===== config.mk =====
export PLATFORM = sky130hd
export DESIGN_NAME = flash_status_hold_protect
export DESIGN_NICKNAME = d
export VERILOG_FILES = /design/src/logic/fshp_pkg.sv /design/src/logic/fshp_hold_if.sv /design/src/logic/flash_status_hold_protect.sv /design/src/logic/fshp_hold.sv
export VERILOG_INCLUDE_DIRS = /design/src /design/src/logic
export SDC_FILE = /design/constraint.sdc
export NUM_CORES = 1
export LEC_CHECK = 0
export ABC_AREA = 1
export BUFFER_PORTS_ARGS = -buffer_cell sky130_fd_sc_hd__buf_2
export CORE_MARGIN = 1.5
export CORE_UTILIZATION = 55
export CTS_BUF_LIST = sky130_fd_sc_hd__clkbuf_16
export CTS_CLUSTER_DIAMETER = 200
export CTS_CLUSTER_SIZE = 16
export DETAILED_ROUTE_END_ITERATION = 8
export HOLD_SLACK_MARGIN = 0.06
export PLACE_DENSITY = 0.87
export SKIP_LAST_GASP = 1
export SYNTH_ARGS = -nofsm -noshare
export SYNTH_HDL_FRONTEND = slang
export SYNTH_HIERARCHICAL = 1
export SYNTH_SLANG_ARGS = --single-unit

===== constraint.sdc =====
create_clock -name clk_i -period 7.8 [get_ports clk_i]
set_input_delay 1.17 -clock clk_i [delete_from_list [all_inputs] [get_ports clk_i]]
set_output_delay 1.17 -clock clk_i [all_outputs]
set_load 0.01 [all_outputs]

===== src/logic/fshp_map.svh =====
// Field positions, reset values, opcodes and address width of the flash status block
`ifndef FSHP_MAP_SVH
`define FSHP_MAP_SVH

// Status register field positions
`define FSHP_BUSY_BIT 0
`define FSHP_WL_BIT 1
`define FSHP_PL_LSB 2
`define FSHP_PL_MSB 5
`define FSHP_AUTO_INC_BIT 6
`define FSHP_LOCK_BIT 7

// Power-up values
`define FSHP_PL_RST 4'h7
`define FSHP_WL_RST 1'b0
`define FSHP_LOCK_RST 1'b0

// Serial opcodes handled here
`define FSHP_OP_STATUS_WRITE 8'h01
`define FSHP_OP_WRITE_DISABLE 8'h04
`define FSHP_OP_RDSR 8'h05
`define FSHP_OP_WRITE_ALLOW 8'h06

// Array address width
`define FSHP_ADDR_W 21

`endif


===== src/logic/fshp_pkg.sv =====
// Types shared by the flash status and hold logic
`default_nettype none
package fshp_pkg;

    // Serial sequence phase
    typedef enum logic [3:0] {
        FSHP_PH_OPC = 4'b0001,
        FSHP_PH_WRDATA = 4'b0010,
        FSHP_PH_RDOUT = 4'b0100,
        FSHP_PH_SKIP = 4'b1000
    } fshp_phase_t;

    // State of the top module apart from the reset synchroniser
    typedef struct packed {
        logic sck_m;
        logic sck_s;
        logic sck_d;
        logic cs_m;
        logic cs_s;
        logic cs_d;
        logic si_m;
        logic si_s;
        logic hold_m;
        logic hold_s;
        logic wp_m;
        logic wp_s;
        fshp_phase_t phase;
        logic [2:0] bit_cnt;
        logic [2:0] out_cnt;
        logic [7:0] shreg;
        logic [7:0] opcode;
        logic [7:0] wr_data;
        logic [7:0] rd_shift;
        logic cmd_ok;
        logic so;
        logic so_oe;
        logic wl;
        logic [3:0] prot;
        logic lock;
    } fshp_state_t;

    // State of the pause controller
    typedef struct packed {
        logic paused;
    } fshp_hold_state_t;

endpackage
`default_nettype wire


===== src/logic/fshp_hold_if.sv =====
// Signals between the serial core and the pause controller
`timescale 1ns/100ps
`default_nettype none
interface fshp_hold_if;
    logic sel;
    logic sck_low;
    logic hold_n;
    logic paused;

    modport ctl (input sel, input sck_low, input hold_n, output paused);
    modport core (output sel, output sck_low, output hold_n, input paused);
endinterface
`default_nettype wire


===== src/logic/flash_status_hold_protect.sv =====
// Status register, write guard and pause logic of a serial flash
`timescale 1ns/100ps
`include "fshp_map.svh"
`default_nettype none
module flash_status_hold_protect
    import fshp_pkg::*;
(
    input wire logic clk_i,
    input wire logic arst_n_i,
    input wire logic sck_i,
    input wire logic cs_n_i,
    input wire logic si_i,
    input wire logic hold_n_i,
    input wire logic wp_n_i,
    output logic so_o,
    output logic so_oe_o,
    input wire logic busy_i,
    input wire logic auto_inc_mode_i,
    input wire logic op_done_i,
    input wire logic auto_inc_end_i,
    input wire logic req_valid_i,
    input wire logic req_chip_i,
    input wire logic [`FSHP_ADDR_W-1:0] req_addr_i,
    output logic req_allow_o,
    output logic write_latch_flag_o,
    output logic [3:0] prot_level_o,
    output logic prot_lockdown_o,
    output logic paused_o
);

    // Protected region test for one array address
    function automatic logic prot_hit(input logic [2:0] lvl, input logic [`FSHP_ADDR_W-1:0] addr);
        logic [`FSHP_ADDR_W-1:0] top;
        logic [`FSHP_ADDR_W-1:0] ones;
        logic [2:0] k;
        top = '0;
        ones = '0;
        k = 3'd0;
        if (lvl == 3'd0) begin
            prot_hit = 1'b0;
        end else if (lvl >= 3'd6) begin
            prot_hit = 1'b1;
        end else begin
            k = 3'd6 - lvl;
            top = addr >> (`FSHP_ADDR_W - 32'(k));
            ones = (`FSHP_ADDR_W'(1) << k) - `FSHP_ADDR_W'(1);
            prot_hit = (top == ones);
        end
    endfunction

    logic [1:0] rst_sync;
    logic rst_n;
    fshp_state_t r;
    fshp_state_t n;
    logic sck_rise;
    logic sck_fall;
    logic cs_rise;
    logic paused;
    logic [7:0] byte_in;
    logic [7:0] status_now;
    logic wr_allowed;

    fshp_hold_if hif ();

    // Reset release through two flops
    always_ff @(posedge clk_i or negedge arst_n_i) begin
        if (!arst_n_i) begin
            rst_sync <= 2'b00;
        end else begin
            rst_sync <= {rst_sync[0], 1'b1};
        end
    end
    assign rst_n = rst_sync[1];

    // Pause controller
    assign hif.sel = ~r.cs_s;
    assign hif.sck_low = ~r.sck_s;
    assign hif.hold_n = r.hold_s;
    assign paused = hif.paused;

    fshp_hold u_hold (
        .clk_i(clk_i),
        .rst_n_i(rst_n),
        .hif(hif)
    );

    // Edge detection on synchronised pins
    assign sck_rise = r.sck_s & ~r.sck_d;
    assign sck_fall = ~r.sck_s & r.sck_d;
    assign cs_rise = r.cs_s & ~r.cs_d;
    assign byte_in = {r.shreg[6:0], r.si_s};

    // Live status word
    always_comb begin
        status_now = 8'h00;
        status_now[`FSHP_BUSY_BIT] = busy_i;
        status_now[`FSHP_WL_BIT] = r.wl;
        status_now[`FSHP_PL_MSB:`FSHP_PL_LSB] = r.prot;
        status_now[`FSHP_AUTO_INC_BIT] = auto_inc_mode_i;
        status_now[`FSHP_LOCK_BIT] = r.lock;
    end

    // Guard pin and lockdown decide status writes
    assign wr_allowed = r.wp_s | ~r.lock;

    // Next state
    always_comb begin
        n = r;
        n.sck_m = sck_i;
        n.sck_s = r.sck_m;
        n.sck_d = r.sck_s;
        n.cs_m = cs_n_i;
        n.cs_s = r.cs_m;
        n.cs_d = r.cs_s;
        n.si_m = si_i;
        n.si_s = r.si_m;
        n.hold_m = hold_n_i;
        n.hold_s = r.hold_m;
        n.wp_m = wp_n_i;
        n.wp_s = r.wp_m;

        // Engine events clear the latch first
        if (op_done_i || auto_inc_end_i) begin
            n.wl = 1'b0;
        end

        if (r.cs_s) begin
            // Command runs on deselect after whole bytes only
            if (cs_rise && r.cmd_ok && !paused) begin
                unique case (r.opcode)
                    `FSHP_OP_WRITE_DISABLE: n.wl = 1'b0;
                    `FSHP_OP_WRITE_ALLOW: n.wl = 1'b1;
                    `FSHP_OP_STATUS_WRITE: begin
                        n.wl = 1'b0;
                        if (r.wl && wr_allowed) begin
                            n.prot = r.wr_data[`FSHP_PL_MSB:`FSHP_PL_LSB];
                            n.lock = r.wr_data[`FSHP_LOCK_BIT];
                        end
                    end
                    default: n.cmd_ok = 1'b0;
                endcase
            end
            // Deselect resets the serial logic
            n.phase = FSHP_PH_OPC;
            n.bit_cnt = 3'd0;
            n.out_cnt = 3'd0;
            n.cmd_ok = 1'b0;
            n.so_oe = 1'b0;
        end else if (!paused) begin
            // Input shift on rising clock, frozen while paused
            if (sck_rise) begin
                n.shreg = byte_in;
                n.bit_cnt = r.bit_cnt + 3'd1;
                if (r.phase == FSHP_PH_SKIP) begin
                    n.cmd_ok = 1'b0;
                end
                if (r.bit_cnt == 3'd7) begin
                    unique case (r.phase)
                        FSHP_PH_OPC: begin
                            n.opcode = byte_in;
                            n.phase = FSHP_PH_SKIP;
                            if (byte_in == `FSHP_OP_RDSR) begin
                                n.phase = FSHP_PH_RDOUT;
                                n.rd_shift = status_now;
                                n.out_cnt = 3'd0;
                            end else if (!busy_i && byte_in == `FSHP_OP_STATUS_WRITE) begin
                                n.phase = FSHP_PH_WRDATA;
                            end else if (!busy_i) begin
                                n.cmd_ok = (byte_in == `FSHP_OP_WRITE_ALLOW) || (byte_in == `FSHP_OP_WRITE_DISABLE);
                            end
                        end
                        FSHP_PH_WRDATA: begin
                            n.wr_data = byte_in;
                            n.cmd_ok = 1'b1;
                            n.phase = FSHP_PH_SKIP;
                        end
                        FSHP_PH_RDOUT: n.phase = FSHP_PH_RDOUT;
                        FSHP_PH_SKIP: n.phase = FSHP_PH_SKIP;
                    endcase
                end
            end
            // Status bits out on falling clock, repeated
            if (sck_fall && r.phase == FSHP_PH_RDOUT) begin
                n.so = r.rd_shift[7];
                n.so_oe = 1'b1;
                n.out_cnt = r.out_cnt + 3'd1;
                if (r.out_cnt == 3'd7) begin
                    n.rd_shift = status_now;
                end else begin
                    n.rd_shift = {r.rd_shift[6:0], 1'b0};
                end
            end
        end
    end

    // State register with power-up values
    always_ff @(posedge clk_i or negedge rst_n) begin
        if (!rst_n) begin
            r <= '0;
            r.sck_m <= 1'b0;
            r.cs_m <= 1'b1;
            r.cs_s <= 1'b1;
            r.cs_d <= 1'b1;
            r.hold_m <= 1'b1;
            r.hold_s <= 1'b1;
            r.wp_m <= 1'b1;
            r.wp_s <= 1'b1;
            r.phase <= FSHP_PH_OPC;
            r.wl <= `FSHP_WL_RST;
            r.prot <= `FSHP_PL_RST;
            r.lock <= `FSHP_LOCK_RST;
        end else begin
            r <= n;
        end
    end

    // Program and erase permission for the array engine
    always_comb begin
        req_allow_o = 1'b0;
        if (req_valid_i && r.wl && !busy_i) begin
            if (req_chip_i) begin
                req_allow_o = (r.prot == 4'h0);
            end else begin
                req_allow_o = ~prot_hit(r.prot[2:0], req_addr_i);
            end
        end
    end

    // Pin and status outputs
    assign so_o = r.so;
    assign so_oe_o = r.so_oe & ~paused;
    assign write_latch_flag_o = r.wl;
    assign prot_level_o = r.prot;
    assign prot_lockdown_o = r.lock;
    assign paused_o = paused;

    // Output floats and holds its bit during pause
    pause_float_a: assert property (@(posedge clk_i) disable iff (!rst_n)
        paused && $past(paused) |-> !so_oe_o && $stable(so_o))
        else $error("output driven while paused");

    // Status write refused by lockdown with guard pin low keeps protection
    status_refuse_a: assert property (@(posedge clk_i) disable iff (!rst_n)
        cs_rise && r.cmd_ok && !paused && r.opcode == `FSHP_OP_STATUS_WRITE && !r.wp_s && r.lock
        |=> $stable(prot_level_o) && prot_lockdown_o)
        else $error("locked status write changed protection");

    // Status write always clears latch
    status_latch_a: assert property (@(posedge clk_i) disable iff (!rst_n)
        cs_rise && r.cmd_ok && !paused && r.opcode == `FSHP_OP_STATUS_WRITE |=> !write_latch_flag_o)
        else $error("latch survived a status write");

    // Allowed status write loads the levels
    status_load_a: assert property (@(posedge clk_i) disable iff (!rst_n)
        cs_rise && r.cmd_ok && !paused && r.opcode == `FSHP_OP_STATUS_WRITE && r.wl && (r.wp_s || !r.lock)
        |=> prot_level_o == $past(r.wr_data[5:2]))
        else $error("allowed status write not applied");

    // No latch, no program or erase
    latch_gate_a: assert property (@(posedge clk_i) disable iff (!rst_n)
        !write_latch_flag_o |-> !req_allow_o)
        else $error("write allowed without latch");

    // Chip erase needs zero levels
    chip_gate_a: assert property (@(posedge clk_i) disable iff (!rst_n)
        req_chip_i && prot_level_o != 4'h0 |-> !req_allow_o)
        else $error("chip erase allowed while protected");

    // Top levels protect every address
    all_blocks_a: assert property (@(posedge clk_i) disable iff (!rst_n)
        prot_level_o[2:1] == 2'b11 |-> !req_allow_o)
        else $error("write allowed into a protected region");

    // Power-up values
    powerup_vals_a: assert property (@(posedge clk_i) disable iff (!rst_n)
        $rose(rst_n) |-> prot_level_o == 4'h7 && !write_latch_flag_o && !prot_lockdown_o)
        else $error("wrong power-up status");

    // Input frozen while paused
    pause_freeze_a: assert property (@(posedge clk_i) disable iff (!rst_n)
        paused && !r.cs_s |=> $stable(r.shreg) && $stable(r.bit_cnt))
        else $error("serial state moved while paused");

endmodule
`default_nettype wire


===== src/logic/fshp_hold.sv =====
// Pause controller driven by the pause pin and the serial clock level
`timescale 1ns/100ps
`default_nettype none
module fshp_hold
    import fshp_pkg::*;
(
    input wire logic clk_i,
    input wire logic rst_n_i,
    fshp_hold_if.ctl hif
);

    fshp_hold_state_t r;
    fshp_hold_state_t n;

    // While selected, pause entry and exit only with the clock low; deselect with the pin high ends the pause
    always_comb begin
        n = r;
        if (hif.sel) begin
            if (hif.sck_low) begin
                n.paused = ~hif.hold_n;
            end
        end else if (hif.hold_n) begin
            n.paused = 1'b0;
        end
    end

    // State register
    always_ff @(posedge clk_i or negedge rst_n_i) begin
        if (!rst_n_i) begin
            r <= '0;
        end else begin
            r <= n;
        end
    end

    assign hif.paused = r.paused;

    // Pause entry at a low clock
    pause_enter_a: assert property (@(posedge clk_i) disable iff (!rst_n_i)
        hif.sel && hif.sck_low && !hif.hold_n |=> hif.paused)
        else $error("pause not entered with clock low");

    // Pause exit at a low clock
    pause_exit_a: assert property (@(posedge clk_i) disable iff (!rst_n_i)
        hif.sel && hif.sck_low && hif.hold_n |=> !hif.paused)
        else $error("pause not left with clock low");

    // Edges with clock high are deferred
    pause_defer_a: assert property (@(posedge clk_i) disable iff (!rst_n_i)
        hif.sel && !hif.sck_low |=> hif.paused == $past(hif.paused))
        else $error("pause changed while clock high");

    // Deselect keeps the pause while the pin stays low
    pause_keep_a: assert property (@(posedge clk_i) disable iff (!rst_n_i)
        !hif.sel && !hif.hold_n && hif.paused |=> hif.paused)
        else $error("pause dropped on deselect with pin low");

endmodule
`default_nettype wire


==> flow_metrics.tcl <==
set metrics [dict create \
    rsz0062_at_grt "no" \
    r2r-start "r[44]$_DFFE_PN0P_" \
    drtIter0Drc 199 \
    reg2reg_depth 10 \
    crit_required_ps 6630 \
    dp.cells 601 \
    cts.clk_slew.worst_paths_ps 50 \
    path_cells "inv_2, ha_1, inv_2, ha_1, inv_1, a21oi_1, nand2_1, nand2_1, nand2_1, nor2_1, nand3_1, nor2_1, nand2_1, nand2_1, a21oi_2, buf_2" \
    num_rows 29 \
    postCtsHoldBufs 0 \
    slew_violations 0 \
    path_class "flip-flop to primary output" \
    synthArstFlopShare 1.00 \
    grt_overflow 0 \
    cts_tree "built" \
    cp_max_fo 20 \
    vias 3346 \
    final-setup-viol-count 0 \
    htree_num_levels 3 \
    drc_errors 4 \
    synth.avg_cell_area_sq_um 7.42 \
    fin_util 0.645 \
    postCtsSetupRepairBufs 0 \
    ys_seq_area_frac 0.420 \
    tns_ps 0 \
    crit_end "req_allow_o" \
    p_leak_nw 2.22 \
    dieArea_sq_mm 0.00729 \
    synth_ff_type "dfrtp_1" \
    cts_sinks 62 \
    firstDrtPassIters 7 \
    max_cap_viol_count 0 \
    violations "DRC" \
    antenna_found_initial 0 \
    routed_wl_um 7970 \
    drive_gt1_frac 0.158 \
    grt_first_pass_wirelength_um 13600 \
    tightest_slew_ps 664 \
    grt_pass1_vias 3226 \
    cp.arrival_ps 4200 \
    fin_nets 585 \
    holdCritPathClass "flip-flop to asynchronous set/reset pin" \
    area_delta_synth_final_pct 11.6 \
    final_common_cell "nand2_1" \
    synth_cells 503 \
    reg2reg_to "r[14]$_DFFE_PN0P_" \
    cp_slowest_stage_delay_ps 770 \
    cts_root_buf "clkbuf_16" \
    regToRegSetupSlack_ps 5860 \
    worst_path_most_repeated_cell "nand2_1" \
    gp_congestion 0.901 \
    ys_types 36 \
    finalNonFillerCells 616 \
    yosysWarnings 6 \
    numPortBuffers 35 \
    period_share 0.688 \
    max_freq_mhz 186 \
    final_cell_mix "nand2_1, inv_1, nand3_1, dfrtp_1, o21ai_0" \
    synth_nets 553 \
    grt_max_degree 38 \
    die_h_um 85.4 \
    crit_path_top_delay_cell "dfstp_2" \
    ir_drop_mv 0.223 \
    diodes 0 \
    start_util 0.578 \
    fin_skew_ps 6.02 \
    clock_latency_ps 320 \
    max-clock-path-buffers 2 \
    synth_edf_count 0 \
    wl_per_cell_um 12.9 \
    hold-worst-slack_ps 237 \
    startpoint_type "flip-flop" \
    cts_resized 0 \
    die_w_um 85.4 \
    cp-end-kind "primary output" \
    core_region_area_sq_mm 0.00646 \
    hold_viol_final 0 \
    final_antenna_net_count 0 \
    fin_crit_ps 5370 \
    io_pins 44 \
    slew_headroom 0.557 \
    numCtsBuffers 9 \
    routed_via_density 5.43 \
    hpwl_um 5870 \
    ys_ff_latch 62 \
    critPathLaunch "prot_level_o[0]$_DFFE_PN1P_" \
    grt.total_usage 0.236 \
    powerDensity_mw_per_mm2 180 \
    outcome "complete, but fails checks" \
    synthesis.area_sq_mm 0.00373 \
]
cell usage after synthesis, types with 2 or more instances:
library cell    n  area, sq um
a21oi_1         6         30.0
buf_2           4         20.0
buf_4           7         52.6
clkbuf_1        3         11.3
dfrtp_1        51         1280
dfstp_2        11          289
ha_1           16          200
inv_1          65          244
inv_2           5         18.8
mux2_2          5         56.3
nand2_1       158          593
nand2_2         7         43.8
nand3_1        59          295
nand3b_1        2         15.0
nand4_1        10         62.6
nor2_1         19         71.3
nor2_2          2         12.5
nor3_1          3         15.0
nor3_2          2         20.0
o21ai_0        41          205
o21ai_1         5         25.0
o22ai_1         7         43.8
xnor2_1         2         17.5
where the power goes:
part / switching, mW / internal, mW
Clock: 0.126 / 0.206
Sequential: 0.0131 / 0.341
Combinational: 0.0430 / 0.0227
Total: 0.182 / 0.569
stage by stage:
stage	setup slack, ps	cell area, sq um	total power, mW
after global placement	2930	3920	0.421
after floorplan	3960	3730	0.401
final	2430	4170	0.751
after global routing	2110	4170	0.786
after detailed placement	2900	3920	0.425
after CTS	2540	4170	0.759
metal layers:
layer	up-vias	track usage	routed length, um
met1	1524	0.274	3340
met3	30	0.0516	424
met5	-	0	0
li1	1694	-	-
met2	98	0.403	3900
met4	0	0.133	296
how the worst min path moves through the flow:
| stage | from | endpoint | slack (ps) | depth (start not counted) |
|---|---|---|---|---|
| floorplan | n[55]$_DFF_PN0_ | byte_in[0]$_DFF_PN0_ | 330 | 0 |
| global placement | rst_sync[1]$_DFF_PN0_ | n[61]$_DFF_PN0_ | 250 | 0 |
| detailed placement | rst_sync[1]$_DFF_PN0_ | n[61]$_DFF_PN0_ | 260 | 0 |
| CTS | rst_sync[1]$_DFF_PN0_ | r[12]$_DFFE_PN0P_ | 260 | 0 |
| global route | rst_sync[1]$_DFF_PN0_ | r[14]$_DFFE_PN0P_ | 290 | 0 |
| finish | rst_sync[1]$_DFF_PN0_ | r[42]$_DFFE_PN0P_ | 240 | 0 |
cell families after synthesis:
group,count (synthesis),synth area share
other cells,1,0.00101
compound gates,63,0.0905
buf+inv,85,0.0959
flops,62,0.420
mux,5,0.0151
fa+ha+maj,16,0.0537
simple gates,269,0.320
xor+xnor,2,0.00470
sequential cells by signal, summed over array words and instances, names as in the netlist:
signal and count:
byte_in 8, hif.hold_n 1, n 7, prot_level_o 4
prot_lockdown_o 1, r 36, rst_sync 2, so_o 1
u_hold/hif.paused 1, write_latch_flag_o 1
area by class of cell:
| type | count | area [sq um] |
|---|---|---|
| Clock buffer | 9 | 225 |
| Inverter | 70 | 263 |
| Sequential cell | 62 | 1570 |
| Fill cell | 540 | 2290 |
| Clock inverter | 6 | 23.8 |
| Multi-Input combinational cell | 356 | 1810 |
| Tap cell | 77 | 96.3 |
| Timing Repair Buffer | 36 | 183 |
critical path: cells and delay by family, from the launching register on:
kind	cells	cell delay, ps
adder cells (fa/ha/maj)	2	1280
buffers and inverters	4	850
flip-flops	1	770
AND/OR/NAND/NOR	8	660
AO/OA/AOI/OAI	2	300
No activity file was read; power rests on OpenSTA's default activity.
